--- config.mk ---
export PLATFORM = sky130hd
export DESIGN_NAME = snv_top
export DESIGN_NICKNAME = d
export VERILOG_FILES = /design/src/rtl/snv_pkg.sv /design/src/rtl/snv_arr_if.sv /design/src/rtl/snv_array.sv /design/src/rtl/snv_sync.sv /design/src/rtl/snv_top.sv
export VERILOG_INCLUDE_DIRS = /design/src /design/src/rtl
export SDC_FILE = /design/constraint.sdc
export NUM_CORES = 1
export LEC_CHECK = 0
export BUFFER_PORTS_ARGS = -buffer_cell sky130_fd_sc_hd__buf_2
export CELL_PAD_IN_SITES_DETAIL_PLACEMENT = 0
export CELL_PAD_IN_SITES_GLOBAL_PLACEMENT = 1
export CORE_ASPECT_RATIO = 0.75
export CORE_MARGIN = 10
export CORE_UTILIZATION = 35
export CTS_CLUSTER_DIAMETER = 120
export DETAILED_ROUTE_END_ITERATION = 16
export GPL_TIMING_DRIVEN = 0
export PLACE_DENSITY = 0.63
export RECOVER_POWER = 50
export REMOVE_ABC_BUFFERS = 1
export SYNTH_ARGS = -nofsm -noshare
export SYNTH_HDL_FRONTEND = slang
export SYNTH_HIERARCHICAL = 1
export SYNTH_SLANG_ARGS = --single-unit
--- constraint.sdc ---
create_clock -name ref_clk -period 5.25 [get_ports ref_clk]
set_input_delay 0.525 -clock ref_clk [delete_from_list [all_inputs] [get_ports ref_clk]]
set_output_delay 0.525 -clock ref_clk [all_outputs]
set_load 0.1 [all_outputs]
--- src/rtl/snv_params.svh ---
// Constants of the serial shadowed static RAM command interface.
`ifndef SNV_PARAMS_SVH
`define SNV_PARAMS_SVH
// ==========================================================================
// Clock and timing
`define SNV_CLK_PERIOD_NS   5
`define SNV_RESTORE_TIME_NS 2500
`define SNV_RESTORE_CYC     (`SNV_RESTORE_TIME_NS / `SNV_CLK_PERIOD_NS)
`define SNV_SAVE_TIME_MS    10
`define SNV_SAVE_CYC        ((`SNV_SAVE_TIME_MS * 1000000) / `SNV_CLK_PERIOD_NS)
`define SNV_TIMER_W         21
// ==========================================================================
// Instruction and data layout
`define SNV_INSTR_BITS      8
`define SNV_START_POS       7
`define SNV_ADDR_MSB        6
`define SNV_ADDR_LSB        3
`define SNV_OP_MSB          2
`define SNV_OP_LSB          0
`define SNV_INSTR_LAST      4'h7
`define SNV_DATA_LAST       4'hf
`define SNV_ADDR_BITS       4
`define SNV_DATA_BITS       16
`define SNV_WORDS           16
// ==========================================================================
// Reset values
`define SNV_NV_RESET        16'h0000
`define SNV_PIN_RESET       5'h18
`endif

--- src/rtl/snv_pkg.sv ---
// Types shared by the serial shadowed static RAM command interface.
package snv_pkg;
  // ==========================================================================
  // Serial engine states
  typedef enum logic [2:0] {
    SNV_IDLE  = 3'h0,
    SNV_INSTR = 3'h1,
    SNV_WDATA = 3'h3,
    SNV_DONE  = 3'h2,
    SNV_RDATA = 3'h5
  } snv_state_t;
  // ==========================================================================
  // Operation codes in the low three instruction bits
  typedef enum logic [2:0] {
    SNV_OP_CLR_WL  = 3'h0,
    SNV_OP_SAVE    = 3'h1,
    SNV_OP_SLEEP   = 3'h2,
    SNV_OP_WRITE   = 3'h3,
    SNV_OP_SET_WL  = 3'h4,
    SNV_OP_RESTORE = 3'h5,
    SNV_OP_READ0   = 3'h6,
    SNV_OP_READ1   = 3'h7
  } snv_opcode_t;
  // ==========================================================================
  // Array transfer in progress
  typedef enum logic [1:0] {
    SNV_AOP_IDLE    = 2'h0,
    SNV_AOP_RESTORE = 2'h1,
    SNV_AOP_SAVE    = 2'h3
  } snv_aop_t;
endpackage

--- src/rtl/snv_arr_if.sv ---
// Link between the command engine and the RAM and nonvolatile arrays.
`timescale 1ns/1ps
`include "snv_params.svh"
interface snv_arr_if;
  logic                       wr_en;
  logic [`SNV_ADDR_BITS-1:0]  wr_addr;
  logic [`SNV_DATA_BITS-1:0]  wr_data;
  logic [`SNV_ADDR_BITS-1:0]  rd_addr;
  logic [`SNV_DATA_BITS-1:0]  rd_data;
  logic                       save_go;
  logic                       restore_go;
  logic                       sleep_go;
  logic                       busy;
  logic                       busy_save;
  logic                       busy_restore;
  logic                       save_done;
  logic                       restore_done;
  logic                       por_active;
  modport ctrl (output wr_en, wr_addr, wr_data, rd_addr, save_go, restore_go, sleep_go,
                input rd_data, busy, busy_save, busy_restore, save_done, restore_done,
                por_active);
  modport arr  (input wr_en, wr_addr, wr_data, rd_addr, save_go, restore_go, sleep_go,
                output rd_data, busy, busy_save, busy_restore, save_done, restore_done,
                por_active);
endinterface // snv_arr_if

--- src/rtl/snv_array.sv ---
// RAM and nonvolatile arrays with timed save and restore, and a sleep that clears RAM at once.
`timescale 1ns/1ps
`include "snv_params.svh"
module snv_array #(
  parameter int unsigned SAVE_CYC = `SNV_SAVE_CYC
) (
  input  wire logic ref_clk,
  input  wire logic resetn,
  snv_arr_if.arr    bus
);
  import snv_pkg::*;

  localparam logic [`SNV_TIMER_W-1:0] SAVE_LAST    = `SNV_TIMER_W'(SAVE_CYC - 1);
  localparam logic [`SNV_TIMER_W-1:0] RESTORE_LAST = `SNV_TIMER_W'(`SNV_RESTORE_CYC - 1);

  logic [`SNV_DATA_BITS-1:0] ram_ff [`SNV_WORDS];
  logic [`SNV_DATA_BITS-1:0] nv_ff  [`SNV_WORDS];
  snv_aop_t                  aop_ff;
  logic [`SNV_TIMER_W-1:0]   timer_ff;
  logic                      por_ff;
  logic                      last;

  // ==========================================================================
  // Transfer timing
  assign last             = (aop_ff == SNV_AOP_SAVE) ? (timer_ff == SAVE_LAST)
                                                     : (timer_ff == RESTORE_LAST);
  assign bus.busy         = (aop_ff != SNV_AOP_IDLE);
  assign bus.busy_save    = (aop_ff == SNV_AOP_SAVE);
  assign bus.busy_restore = (aop_ff == SNV_AOP_RESTORE);
  assign bus.save_done    = bus.busy_save && last;
  assign bus.restore_done = bus.busy_restore && last;
  assign bus.por_active   = por_ff;
  assign bus.rd_data      = ram_ff[bus.rd_addr];

  // The power-up restore starts straight out of reset.
  always_ff @(posedge ref_clk or negedge resetn) begin
    if (!resetn) begin
      aop_ff   <= SNV_AOP_RESTORE;
      timer_ff <= '0;
      por_ff   <= 1'b1;
    end else if (bus.busy) begin
      timer_ff <= last ? '0 : timer_ff + `SNV_TIMER_W'(1);
      if (last) begin
        aop_ff <= SNV_AOP_IDLE;
        por_ff <= 1'b0;
      end
    end else if (bus.restore_go) begin
      aop_ff <= SNV_AOP_RESTORE;
    end else if (bus.save_go) begin
      aop_ff <= SNV_AOP_SAVE;
    end
  end

  // ==========================================================================
  // Arrays
  // The copy lands at the end of the timed window, so a read during a
  // transfer still sees the old word.
  always_ff @(posedge ref_clk) begin
    if (bus.restore_done) begin
      ram_ff <= nv_ff;
    end else if (bus.sleep_go) begin
      for (int i = 0; i < `SNV_WORDS; i++) begin
        ram_ff[i] <= '0;
      end
    end else if (bus.wr_en) begin
      ram_ff[bus.wr_addr] <= bus.wr_data;
    end
  end

  always_ff @(posedge ref_clk or negedge resetn) begin
    if (!resetn) begin
      for (int i = 0; i < `SNV_WORDS; i++) begin
        nv_ff[i] <= `SNV_NV_RESET;
      end
    end else if (bus.save_done) begin
      nv_ff <= ram_ff;
    end
  end
endmodule // snv_array

--- src/rtl/snv_sync.sv ---
// Two-flip-flop synchroniser for a group of asynchronous pins.
`timescale 1ns/1ps
module snv_sync #(
  parameter int unsigned     W   = 1,
  parameter logic [W-1:0]    RST = '0
) (
  input  wire logic          ref_clk,
  input  wire logic          resetn,
  input  wire logic [W-1:0]  async_in,
  output logic [W-1:0]       sync_out
);
  logic [W-1:0] meta_ff;

  always_ff @(posedge ref_clk or negedge resetn) begin
    if (!resetn) begin
      meta_ff  <= RST;
      sync_out <= RST;
    end else begin
      meta_ff  <= async_in;
      sync_out <= meta_ff;
    end
  end
endmodule // snv_sync

--- src/rtl/snv_top.sv ---
// Serial command interface of a shadowed static RAM with nonvolatile backup.
// ==========================================================================
// Summary of operation
// - Eight-bit instruction shifted in, MSB first.
// - Chip select low clears instruction, enters standby.
// - Start bit, address bits 6..3, opcode 2..0.
// - Ignore input until a one starts instruction.
// - Stopped shift clock pauses shifting without loss.
// - Decode the seven operation codes.
// - Write latch gates writes and saves.
// - Write latch cleared at power-up.
// - Sleep loses RAM; only restore ends it.
// - Restore copies backup, sets previous-restore latch.
// - No writes or saves before a restore.
// - Save pin low requests a save.
// - Save needs request, write latch, restore latch.
// - Save blocks everything, then clears write latch.
// - Save completes within ten milliseconds.
// - Restore completes within 2.5 microseconds.
// - Write instruction followed by sixteen data bits.
// - Early deselect still writes bits received.
// - Bits beyond twenty-four overwrite earlier data.
// - Output floats except while read data drives.
// - Pins accepted only when no instruction executes.
// - First read bit on eighth falling edge.
// - Power-up restore ignores commands, sets no latch.
`timescale 1ns/1ps
`include "snv_params.svh"
module snv_top #(
  parameter int unsigned SAVE_CYC = `SNV_SAVE_CYC
) (
  input  wire logic ref_clk,
  input  wire logic resetn,
  input  wire logic chip_select,
  input  wire logic serial_shift_clock,
  input  wire logic serial_in,
  input  wire logic save_n,
  input  wire logic restore_n,
  output logic      serial_out,
  output logic      serial_out_oe,
  output logic      write_latch,
  output logic      prev_restore,
  output logic      sleep_mode,
  output logic      standby,
  output logic      save_busy,
  output logic      restore_busy
);
  import snv_pkg::*;

  localparam int RST_BOUND = `SNV_RESTORE_CYC;

  snv_arr_if bus ();

  logic [4:0]                pins_s;
  logic                      cs_s;
  logic                      sk_s;
  logic                      si_s;
  logic                      save_n_s;
  logic                      restore_n_s;
  logic                      sk_q_ff;
  logic                      cs_q_ff;
  logic                      sk_rise;
  logic                      sk_fall;
  logic                      cs_fall;
  logic                      busy;
  snv_state_t                state_ff;
  logic [`SNV_INSTR_BITS-1:0] instr_ff;
  logic [`SNV_INSTR_BITS-1:0] nxt_instr;
  logic [3:0]                bit_cnt_ff;
  snv_opcode_t               op;
  logic                      byte_done;
  logic                      is_rd;
  logic                      is_wr;
  logic [`SNV_ADDR_BITS-1:0] addr_ff;
  logic [`SNV_DATA_BITS-1:0] data_ff;
  logic                      wd_shift;
  logic                      wd_last;
  logic                      pend_ff;
  logic                      wr_ff;
  logic                      wr_allowed;
  logic                      oe_ff;
  logic                      out_ff;
  logic                      wl_ff;
  logic                      pr_ff;
  logic                      sleep_ff;
  logic                      standby_ff;
  logic                      pin_ok;
  logic                      restore_req;
  logic                      save_req;

  // ==========================================================================
  // Pin synchronisation and edge detection
  snv_sync #(
    .W   (5),
    .RST (`SNV_PIN_RESET)
  ) u_sync (
    .ref_clk  (ref_clk),
    .resetn   (resetn),
    .async_in ({save_n, restore_n, serial_in, serial_shift_clock, chip_select}),
    .sync_out (pins_s)
  );

  assign cs_s        = pins_s[0];
  assign sk_s        = pins_s[1];
  assign si_s        = pins_s[2];
  assign restore_n_s = pins_s[3];
  assign save_n_s    = pins_s[4];

  always_ff @(posedge ref_clk or negedge resetn) begin
    if (!resetn) begin
      sk_q_ff <= 1'b0;
      cs_q_ff <= 1'b0;
    end else begin
      sk_q_ff <= sk_s;
      cs_q_ff <= cs_s;
    end
  end

  // Edges are taken from the shift clock itself, so any pause is harmless.
  assign sk_rise = sk_s && !sk_q_ff;
  assign sk_fall = !sk_s && sk_q_ff;
  assign cs_fall = cs_q_ff && !cs_s;
  assign busy    = bus.busy;

  // ==========================================================================
  // Instruction decode
  assign nxt_instr = {instr_ff[`SNV_INSTR_BITS-2:0], si_s};
  assign op        = snv_opcode_t'(nxt_instr[`SNV_OP_MSB:`SNV_OP_LSB]);
  assign is_rd     = (op == SNV_OP_READ0) || (op == SNV_OP_READ1);
  assign is_wr     = (op == SNV_OP_WRITE);
  assign byte_done = cs_s && !busy && sk_rise && (state_ff == SNV_INSTR) &&
                     (bit_cnt_ff == `SNV_INSTR_LAST);
  assign wd_shift  = cs_s && !busy && sk_rise && (state_ff == SNV_WDATA);
  assign wd_last   = wd_shift && (bit_cnt_ff == `SNV_DATA_LAST);

  // ==========================================================================
  // Serial engine
  // A save or the power-up restore holds the engine idle, so bits shifted
  // meanwhile are dropped rather than queued.
  always_ff @(posedge ref_clk or negedge resetn) begin
    if (!resetn) begin
      state_ff   <= SNV_IDLE;
      instr_ff   <= '0;
      bit_cnt_ff <= 4'h0;
    end else if (!cs_s || busy) begin
      state_ff   <= SNV_IDLE;
      instr_ff   <= '0;
      bit_cnt_ff <= 4'h0;
    end else if (sk_rise) begin
      case (state_ff)
        SNV_IDLE: begin
          if (si_s) begin
            instr_ff   <= 8'h01;
            bit_cnt_ff <= 4'h1;
            state_ff   <= SNV_INSTR;
          end
        end
        SNV_INSTR: begin
          instr_ff <= nxt_instr;
          if (bit_cnt_ff == `SNV_INSTR_LAST) begin
            bit_cnt_ff <= 4'h0;
            if (is_rd) begin
              state_ff <= SNV_RDATA;
            end else if (is_wr) begin
              state_ff <= SNV_WDATA;
            end else begin
              state_ff <= SNV_DONE;
            end
          end else begin
            bit_cnt_ff <= bit_cnt_ff + 4'h1;
          end
        end
        SNV_WDATA: begin
          bit_cnt_ff <= bit_cnt_ff + 4'h1;
        end
        SNV_RDATA: begin
          if (oe_ff) begin
            bit_cnt_ff <= bit_cnt_ff + 4'h1;
            if (bit_cnt_ff == `SNV_DATA_LAST) begin
              state_ff <= SNV_DONE;
            end
          end
        end
        default: begin
          state_ff <= state_ff;
        end
      endcase
    end
  end

  // ==========================================================================
  // Data word
  // The word is preloaded from RAM so that a cut-short write keeps the bits
  // that were never sent.
  always_ff @(posedge ref_clk or negedge resetn) begin
    if (!resetn) begin
      addr_ff <= '0;
      data_ff <= '0;
    end else if (byte_done && (is_rd || is_wr)) begin
      addr_ff <= instr_ff[`SNV_ADDR_MSB-1:`SNV_ADDR_LSB-1];
      data_ff <= bus.rd_data;
    end else if (wd_shift) begin
      data_ff[bit_cnt_ff] <= si_s;
    end
  end

  assign wr_allowed = wl_ff && pr_ff && !sleep_ff;

  always_ff @(posedge ref_clk or negedge resetn) begin
    if (!resetn) begin
      pend_ff <= 1'b0;
      wr_ff   <= 1'b0;
    end else begin
      wr_ff   <= wr_allowed && (wd_last || (cs_fall && pend_ff));
      pend_ff <= cs_s && !wd_last && (pend_ff || wd_shift);
    end
  end

  assign bus.wr_en   = wr_ff;
  assign bus.wr_addr = addr_ff;
  assign bus.wr_data = data_ff;
  assign bus.rd_addr = (state_ff == SNV_INSTR) ? instr_ff[`SNV_ADDR_MSB-1:`SNV_ADDR_LSB-1]
                                               : addr_ff;

  // ==========================================================================
  // Read output
  always_ff @(posedge ref_clk or negedge resetn) begin
    if (!resetn) begin
      oe_ff  <= 1'b0;
      out_ff <= 1'b0;
    end else if (!cs_s || busy || (state_ff != SNV_RDATA)) begin
      oe_ff <= 1'b0;
    end else if (sk_fall && !oe_ff) begin
      out_ff <= data_ff[0];
      oe_ff  <= 1'b1;
    end else if (sk_rise && oe_ff) begin
      if (bit_cnt_ff == `SNV_DATA_LAST) begin
        oe_ff <= 1'b0;
      end else begin
        out_ff <= data_ff[bit_cnt_ff + 4'h1];
      end
    end
  end

  assign serial_out    = out_ff;
  assign serial_out_oe = oe_ff;

  // ==========================================================================
  // Latches and power states
  always_ff @(posedge ref_clk or negedge resetn) begin
    if (!resetn) begin
      wl_ff <= 1'b0;
    end else if (bus.save_done) begin
      wl_ff <= 1'b0;
    end else if (byte_done && (op == SNV_OP_SET_WL)) begin
      wl_ff <= 1'b1;
    end else if (byte_done && (op == SNV_OP_CLR_WL)) begin
      wl_ff <= 1'b0;
    end
  end

  always_ff @(posedge ref_clk or negedge resetn) begin
    if (!resetn) begin
      pr_ff    <= 1'b0;
      sleep_ff <= 1'b0;
    end else if (bus.restore_done && !bus.por_active) begin
      pr_ff    <= 1'b1;
      sleep_ff <= 1'b0;
    end else if (bus.sleep_go) begin
      pr_ff    <= 1'b0;
      sleep_ff <= 1'b1;
    end
  end

  always_ff @(posedge ref_clk or negedge resetn) begin
    if (!resetn) begin
      standby_ff <= 1'b1;
    end else begin
      standby_ff <= !cs_s;
    end
  end

  // ==========================================================================
  // Transfer requests
  // Restore wins when both pins are low, since a save of unknown data is
  // the worse outcome.
  assign pin_ok      = !busy && (state_ff != SNV_WDATA) && (state_ff != SNV_RDATA);
  assign restore_req = (byte_done && (op == SNV_OP_RESTORE)) || (pin_ok && !restore_n_s);
  assign save_req    = (byte_done && (op == SNV_OP_SAVE)) || (pin_ok && !save_n_s);
  assign bus.restore_go = !busy && restore_req;
  assign bus.save_go    = !busy && !restore_req && save_req && wl_ff && pr_ff;
  assign bus.sleep_go   = byte_done && (op == SNV_OP_SLEEP);

  snv_array #(
    .SAVE_CYC (SAVE_CYC)
  ) u_array (
    .ref_clk (ref_clk),
    .resetn  (resetn),
    .bus     (bus)
  );

  assign write_latch  = wl_ff;
  assign prev_restore = pr_ff;
  assign sleep_mode   = sleep_ff;
  assign standby      = standby_ff;
  assign save_busy    = bus.busy_save;
  assign restore_busy = bus.busy_restore;
endmodule // snv_top

After elaboration in Yosys (flattened, before gate mapping):

Cells that the tools add are included.

* latch bits: 0
* memories kept: 0
* output and inout bits: 8
* logic and storage cells: 221
* RAM bits: 0
* memory bits (read-only): 0
* bits of input ports: 7
* register bits: 589

* divide/modulo/power cells: 0
* multipliers: 0
* shift operators: 0
* add/subtract/negate cells: 2
* eq/ne operators: 24
* reduce and logical (&&, ||, !) cells: 78
* bitwise operators: 3
* muxes and demuxes: 56
* $lt $le $gt $ge: 6

Operators by type and width (number)
* $mux W256: 3
* $bwmux W256: 1
* $mux W16: 5
* $bmux W16 S4: 1
* $demux W16 S4: 1
* $logic_and A1 B1 Y1: 37
* $mux W4: 6
* $add A21 B1 Y21 const B: 1
* $eq A21 B21 Y1 const B: 1
* $eq A21 B9 Y1 const B: 1
* $mux W21: 1
* $mux W3: 7
* $mux W1: 18
* $mux W6: 3
* $reduce_bool A3 Y1: 6
* $bwmux W16: 1
* $pmux W4 S4: 1
* $eq A3 B3 Y1 const B: 5
* $pmux W6 S2: 1
* $logic_not A1 Y1: 11
* $ge A5 B5 Y1 const B: 2
* $lt A4 B5 Y1 const B: 2
* $not A4 Y5: 2
* $reduce_bool A2 Y1: 5
* 26 further kinds: 47

Logic depth before layout (Yosys ltp):

Gate-level depths: netlist of run 1.

* depth after elaboration: 16
* depth in mapped cells: 14
* depth with buffers taken out: 9

By module:

Netlist of run 1, hierarchy kept.

Modules (own cells, without submodules)
* snv_array: times used 1, cells each 1889, area an instance 24422.2 µm², sequential area each 14696.6 µm²
* snv_top: times used 1, cells each 262, area an instance 2580.0 µm², sequential area each 1077.3 µm²
* snv_sync: times used 1, cells each 10, area an instance 255.2 µm², sequential area each 255.2 µm²

Worst setup path after synthesis of run 1:

Ideal clock, no wire load.

* path type: reg2reg
* start: register u_array.aop_ff[0]
* end: register u_array/ram_ff[240] (netlist name) (enable)
* period minus slack after synthesis: 3.921 ns
* path buffers: 2
* data required time: 4.878 ns
* slack: 1.329 ns
* data arrival time: 3.549 ns
* stages on the path, launching flop included: 8
* setup time: 0.372 ns
* cell sequence: dfstp_2 -> nor2b_1 -> nand4_1 -> a2111oi_4 -> buf_6 -> nor2_1 -> buf_2 -> nand2_1

* elaborated cells on any way between the ends: 12
* those cells by class: 2 x eq/ne; 1 x mux; 9 x reduce/logical

RTL lines
* start, declared: RTL line snv_array.sv:18 `snv_aop_t aop_ff;`
* start signal, assigned: RTL line snv_array.sv:38 `aop_ff <= SNV_AOP_RESTORE;`
* start signal, assigned: RTL line snv_array.sv:44 `aop_ff <= SNV_AOP_IDLE;`
* start signal, assigned: RTL line snv_array.sv:48 `aop_ff <= SNV_AOP_RESTORE;`
* $eq A2 B1 Y1: RTL line snv_array.sv:29 `assign bus.busy_restore = (aop_ff == SNV_AOP_RESTORE);`
* via restore_busy: RTL line snv_top.sv:46 `output logic restore_busy`
* $logic_and A1 B1 Y1: RTL line snv_array.sv:31 `assign bus.restore_done = bus.busy_restore && last;`
* $reduce_bool A3 Y1 (no line)
* end signal, assigned: RTL line snv_array.sv:60 `ram_ff <= nv_ff;`
* end signal, assigned by index: RTL line snv_array.sv:66 `ram_ff[bus.wr_addr] <= bus.wr_data;`
* end, declared: RTL line snv_array.sv:16 `` logic [`SNV_DATA_BITS-1:0] ram_ff [`SNV_WORDS]; ``

The timed path passes the listed nets, and every way through them passes these cells.
A chain may end at the register's enable or synchronous reset.

Worst setup path in the final report of run 1:

* start: register u_array.aop_ff[0]
* end: register u_array/nv_ff[156] (netlist name)

* word-level cells in the longest chain between the ends: 3

RTL lines
* $eq A2 B2 Y1 (*): RTL line snv_array.sv:25, snv_array.sv:28
* $mux W1: RTL line snv_array.sv:25 `assign last = (aop_ff == SNV_AOP_SAVE) ? (timer_ff == SAVE_LAST)`
* $logic_and A1 B1 Y1 (*): RTL line snv_array.sv:30 `assign bus.save_done = bus.busy_save && last;`
* end signal, assigned by index: RTL line snv_array.sv:73 `` nv_ff[i] <= `SNV_NV_RESET; ``
* end signal, assigned: RTL line snv_array.sv:76 `nv_ff <= ram_ff;`
* end, declared: RTL line snv_array.sv:17 `` logic [`SNV_DATA_BITS-1:0] nv_ff [`SNV_WORDS]; ``

Mark *: on every way between the ends. The rest lies on a longest branch, timed or not.

==> qor.csv, run 1 <==
stage,metric,value,unit
cells_and_area,drive_gt1_share,24.7,%
worst_setup_path,end_kind,flop,
routing,avgViaCountPerCell,5.34,
die,initial_core_util,35.4,%
routing,dr_wl_met3,4720,um
worst_setup_path,worst_path_most_repeated_cell,nand2_1,
worst_setup_path,start_kind,flop,
routing,first_pass_iters,5,
global_routing,grt_pass1_vias,16900,
synth,syn_inst,2161,
clock_tree,path_clk_slew,0.06,ns
sta,max_freq,0.204,GHz
sta,max-slew-margin-rel,-130,%
power,irDropWorstVdd,0.000194,V
status,status,"finished, violations left",
hold_path,min_path_type,input port to flop,
cells_and_area,fill_cells,7228,
clock_tree,cts_root_buf,clkbuf_16,
global_routing,grt_overflow,0,
global_routing,antenna_found_initial,3,
worst_setup_path,path_max_fanout,61,
synth,netlist-cell-type-count,66,
clock_tree,postCtsHoldBufs,5,
placement,hpwl,47500,um
sta,rsz0062_at_grt,no,
routing,drt_iter0_drc,1562,
placement,io_buffers,14,
routing,num_vias,17200,
die,die_w,342,um
clock_tree,h-tree-depth,2,
routing,drc,0,
clock_tree,worstSkewPairLatency,0.62,ns
synth,synth_ff_type,dfrtp_1,
sta,skew,0.0194,ns
die,rows,88,
clock_tree,clock_path_buffers,3,
sta,period_needed,4.90,ns
cells_and_area,regArea,16000,um2
synth,syn_area,27300,um2
synth,ys_seq_area_share,58.8,%
cells_and_area,multi_input_area,10300,um2
sta,hold_viol_final,0,
worst_setup_path,cp.required,5.74,ns
synth,synth_seq_cells,589,
sta,timing.hold.ws,0.0230,ns
clock_tree,cts.sinks,589,
routing,antenna_left,0,
routing,routedWlPerCell,22.5,um
sta,setup_tns,0,ns
cells_and_area,num_antenna_cells,0,
routing,drt_wl_total,72500,um
sta,finalSetupViolations,0,
die,fp.dieH,262,um
synth,synth-warning-count,6,
routing,topRoutingLayerUsed,met4,
power,power_density,300,nW/um2
clock_tree,postCtsSetupBuffers,0,
sta,slew_violations,100,
worst_setup_path,arrival,5.39,ns
sta,min_period_over_period,93.3,%
global_routing,grt_first_pass_wirelength,111000,um
worst_setup_path,crit_path_top_delay_cell,nand2_1,
worst_setup_path,cp_cell_sequence,"nand2_1, a2bb2oi_1, nor2_1, nand2_1, buf_16, buf_4, mux2_2",
sta,worst_pin_slew,3.45,ns
clock_tree,cts_tree,yes,
sta,timing.final.ws_setup,0.353,ns
synth,avgSynthCellArea,12.6,um2
power,cellLeakagePower,11.4,nW
status,violations,"max-capacitance violations, max-slew violations",
cells_and_area,final_common_cell,nand2_1,
clock_tree,cts_resized,0,
global_routing,grt_max_degree,110,
cells_and_area,layout_common_cells,"nand2_1, dfrtp_1, mux2_2, edfxtp_1, o21ai_1",
synth,synth_edf_count,256,
worst_setup_path,path_class,flop to flop,
clock_tree,cts_buffers,58,
placement,dp_slack,0.533,ns
flow_run,drv_cap,2,
cells_and_area,finalNetCount,2150,
cells_and_area,syn_to_final_growth,12.2,%
synth,synthArstFlopShare,56.5,%
worst_setup_path,cp_slowest_stage_delay,1.82,ns
routing,wl_met1,35900,um
die,num_io_pins,15,
synth,yosysTopAreaCell,dfrtp_1,
routing,wl_met2,30700,um
synth,synth.top_cell.area_share,29.9,%
placement,place.gp.congestion,0.784,
die,die_area,89600,um2
die,placeableCoreArea,77100,um2
synth,synthTopCellsByArea,"dfrtp_1, edfxtp_1, mux2_2",
global_routing,grt.total_usage,16.1,%
## logic make-up (layout without fill, tap and decap cells)
| group | after synthesis | in the layout | synth area share (%) |
|---|---|---|---|
| xor gates and xnor gates | 18 | 18 | 0.606 |
| DFF | 589 | 589 | 58.8 |
| AOI/OAI and AO/OA | 322 | 322 | 7.32 |
| muxes | 373 | 373 | 18.7 |
| buffers and inverters | 173 | 197 | 3.50 |
| adders and majority gates | 5 | 5 | 0.230 |
| and+or+nand+nor | 681 | 681 | 10.8 |
## metal layers
metal  global-route usage [%]  up-vias
met5                        0        -
met4                     3.40        0
met3                     3.23       76
met2                     22.9      456
met1                     24.9     8879
li1                         -     7788
## path summary, 6_finish.rpt
| path | start | endpoint | slack (ns) | depth (start not counted) |
|---|---|---|---|---|
| max | u_array/aop_ff[0] | u_array/nv_ff[156] | 0.35 | 7 |
| min | serial_shift_clock | u_sync/meta_ff[1] | 0.02 | 1 |
| max reg2reg | u_array/aop_ff[0] | u_array/nv_ff[156] | 0.35 | 7 |
| min reg2reg | u_sync/meta_ff[1] | u_sync/sync_out[1] | 0.35 | 0 |
| max in group asynchronous | resetn | u_array/timer_ff[13] | 0.95 | 4 |
| min in group asynchronous | resetn | u_array/nv_ff[251] | 1.62 | 2 |
## cell usage after synthesis, types with 2 or more instances
cell type,number
a2111oi_0,3
a211oi_1,2
a21o_1,7
a21oi_1,20
a31oi_1,6
a32o_1,2
and2b_1,3
and3_1,6
buf_1,9
buf_2,60
buf_4,9
buf_6,24
clkbuf_1,46
clkbuf_2,13
dfrtp_1,326
dfstp_2,7
edfxtp_1,256
ha_1,5
inv_1,12
mux2_2,271
mux2i_1,20
mux4_2,82
nand2_1,478
nand2b_1,18
nand3_1,31
nand3b_1,2
nand4_1,13
nand4_2,2
nor2_1,55
nor2b_1,30
nor3_1,20
nor3b_4,2
nor4_1,7
o21a_1,2
o21ai_0,14
o21ai_1,153
o22ai_1,3
o31ai_1,97
or2_2,3
xnor2_1,9
xor2_1,8
## power breakdown
part	switching (mW)	total [mW]	internal (mW)	leakage, nW
clock	1.80	4.30	2.50	0.968
sequential	0.00570	4.79	4.79	6.36
combinational	0.0633	0.0756	0.0124	4.07
## critical path: cells and delay by family, from the launching register on
| family | cells | cell delay (ns) |
|---|---|---|
| simple gates | 3 | 2.08 |
| buf+inv | 2 | 1.06 |
| flops | 1 | 0.61 |
| compound gates | 1 | 0.44 |
| mux | 1 | 0.42 |
## layout make-up
cell class,instances,share of cell area [%]
sequential,589,52.4
multi-input combinational,1399,33.8
clock buffer,86,5.62
tap,1035,4.23
timing repair buffer,78,3.03
clock inverter,21,0.798
inverter,12,0.147
## registers in the layout (all words and copies together) (netlist names), 2 cells and up
register	cells
bit_cnt_ff	4
u_sync/meta_ff	5
u_sync/sync_out	5
bus.wr_data	16
u_array/timer_ff	21
instr_ff	6
u_array/nv_ff	256
u_array/ram_ff	256
u_array/aop_ff	2
state_ff	3
addr_ff	4
## stage by stage
step | area [um2] | power (mW) | utilization [%] | instances
detailed placement | 28700 | 4.96 | 37.2 | 3107
finish | 30600 | 9.17 | 39.7 | 3220
global route | 30600 | 9.48 | 39.7 | 3220
floorplan | 26300 | 4.89 | - | 2000
global placement | 27700 | 4.95 | 36.0 | 3049
CTS | 30700 | 9.28 | 39.8 | 3219
Note: power is estimated with default switching activity, not from simulation.
==> run 2: changes to the inputs <==
- PLACE_DENSITY: 0.63 -> not set
- PLACE_DENSITY_LB_ADDON: not set -> 0.2
==> qor.csv, run 2 (same netlist as run 1, synthesis figures left out) <==
stage,metric,value,unit,change
clock_tree,clock_path_buffers,3,,unchanged
worst_setup_path,critPathLaunch,u_array/aop_ff[0],,unchanged
power,switching_power,1.91,mW,was 1.87 mW
die,rows,88,,unchanged
die,die_w,342,um,unchanged
cells_and_area,final_common_cell,nand2_1,,unchanged
power,internal_power,7.18,mW,was 7.30 mW
cells_and_area,drive_gt1_share,24.6,%,was 24.7%
power,p_clk_share,46.5,%,was 46.9%
clock_tree,cts_root_buf,clkbuf_16,,unchanged
die,initial_core_util,35.4,%,unchanged
hold_path,hp-start,u_sync/meta_ff[2],,was serial_shift_clock
power,p_total,9.09,mW,was 9.17 mW
worst_setup_path,reg2reg_from,u_array/aop_ff[0],,unchanged
cells_and_area,largestRegisters,"u_array/nv_ff (256), u_array/ram_ff (256), u_array/timer_ff (21)",,unchanged
global_routing,grt_max_degree,106,,was 110
sta,finalSetupViolations,0,,unchanged
sta,setup_tns,0,ns,unchanged
sta,skew,0.0148,ns,was 0.0194 ns
sta,max-slew-margin-rel,-84.8,%,was -130%
placement,dpl-instance-area,28700,um2,about the same
die,num_io_pins,15,,unchanged
die,fp.dieH,262,um,unchanged
global_routing,grt_overflow,0,,unchanged
power,irDropWorstVdd,0.000258,V,was 0.000194 V
clock_tree,cts.sinks,589,,unchanged
worst_setup_path,end_kind,flop,,unchanged
clock_tree,h-tree-depth,2,,unchanged
flow_run,drv_cap,2,,unchanged
clock_tree,postCtsSetupBuffers,0,,unchanged
routing,drt_iter0_drc,1340,,was 1562
clock_tree,cts_resized,0,,unchanged
cells_and_area,finalNetCount,2153,,was 2150
placement,hpwl,49100,um,was 47500 um
global_routing,grt_pass1_vias,16900,,about the same
hold_path,min_path_type,flop to flop,,was input port to flop
routing,drc,0,,unchanged
cells_and_area,final_util,39.7,%,about the same
sta,worst_pin_slew,2.77,ns,was 3.45 ns
routing,antenna_left,0,,unchanged
die,placeableCoreArea,77100,um2,unchanged
routing,first_pass_iters,5,,unchanged
clock_tree,postCtsHoldBufs,6,,was 5
global_routing,grt.total_usage,16.7,%,was 16.1%
power,power_density,297,nW/um2,was 300 nW/um2
power,seqPwrFrac,52.7,%,was 52.2%
sta,slew_violations,97,,was 100
sta,rsz0062_at_grt,no,,unchanged
sta,max_freq,0.199,GHz,was 0.204 GHz
sta,period_needed,5.01,ns,was 4.90 ns
power,cellLeakagePower,11.4,nW,about the same
routing,avgViaCountPerCell,5.28,,was 5.34
clock_tree,path_clk_slew,0.06,ns,about the same
sta,hold_viol_final,0,,unchanged
global_routing,antenna_found_initial,4,,was 3
clock_tree,cts_tree,yes,,unchanged
clock_tree,cts_buffers,60,,was 58
die,die_area,89600,um2,unchanged
clock_tree,worstSkewPairLatency,0.63,ns,was 0.62 ns
global_routing,grt_first_pass_wirelength,113000,um,was 111000 um
cells_and_area,syn_to_final_growth,12.2,%,about the same
cells_and_area,layout_common_cells,"nand2_1, dfrtp_1, mux2_2, edfxtp_1, o21ai_1",,unchanged
status,violations,"max-capacitance violations, max-slew violations",,unchanged
placement,io_buffers,14,,unchanged
placement,place.gp.congestion,0.842,,was 0.784
routing,num_vias,17000,,was 17.2k
worst_setup_path,path_class,flop to flop,,unchanged
power,power_frac_comb,0.8,%,about the same
power,sw_frac_of_total,21.0,%,was 20.4%
worst_setup_path,cp.required,5.30,ns,was 5.74 ns
worst_setup_path,start_kind,flop,,unchanged
routing,routedWlPerCell,23.5,um,was 22.5 um
cells_and_area,fin_area,30600,um2,about the same
routing,drt_wl_total,75700,um,was 72500 um
worst_setup_path,path_max_fanout,18,,was 61
worst_setup_path,arrival,5.07,ns,was 5.39 ns
sta,min_period_over_period,95.5,%,was 93.3%
status,status,"finished, violations left",,unchanged
## run 2: area by class of cell
| type | count | area (um2) |
|---|---|---|
| tap | 1035 | 1290 |
| antenna | 2 | 5.00 |
| clock inverter | 23 | 200 |
| fill | 7397 | 46500 |
| multi-input combinational | 1399 | 10300 |
| inverter | 12 | 45.0 |
| clock buffer | 89 | 1700 |
| timing repair buffer | 79 | 970 |
| sequential | 589 | 16000 |
## run 2: final timing paths
check,depth (start not counted),end,slack [ns]
worst max-delay path,11,u_array/ram_ff[53],0.24
worst min-delay path,0,u_sync/sync_out[2],0.35
worst max register to register,11,u_array/ram_ff[53],0.24
worst min register to register,0,u_sync/sync_out[2],0.35
max in group asynchronous,5,u_array/nv_ff[94],0.92
min in group asynchronous,2,u_array/nv_ff[251],1.33
## run 2: metrics by stage
stage	worst slack, ns	hold WS [ns]	std cells
after floorplan	-13.41	0.229	2000
after global placement	-23.39	0.332	3049
after detailed placement	0.313	0.342	3108
after CTS	0.304	0.357	3226
after global routing	0.0103	0.359	3226
final	0.235	0.353	3228
## run 2: worst max-delay path: stages, from the launching register on
cell	delay, ns
dfstp_2	0.59
nand2_1	0.14
a2bb2oi_1	0.43
a2111oi_4	0.16
buf_6	0.20
buf_8	0.15
buf_8	0.15
buf_8	0.16
buf_6	0.16
buf_6	0.17
nor2_1	0.93
nand2_1	1.16
## run 2: power by group through the flow
stage	sequential [mW]	clock, mW	combinational (mW)
after floorplan	4.88	0	0.00588
after global placement	4.88	0	0.0733
after detailed placement	4.88	0	0.0818
after CTS	4.79	4.35	0.0855
after global routing	4.79	4.55	0.0897
final	4.79	4.22	0.0767
## run 2: routing by layer
metal | GRT usage (%) | vias to the layer above | wire length, um
met2 | 23.8 | 347 | 31900
met5 | 0 | - | 0
met1 | 26.2 | 8805 | 38800
met3 | 2.92 | 88 | 3760
met4 | 3.45 | 0 | 1170
li1 | - | 7793 | -
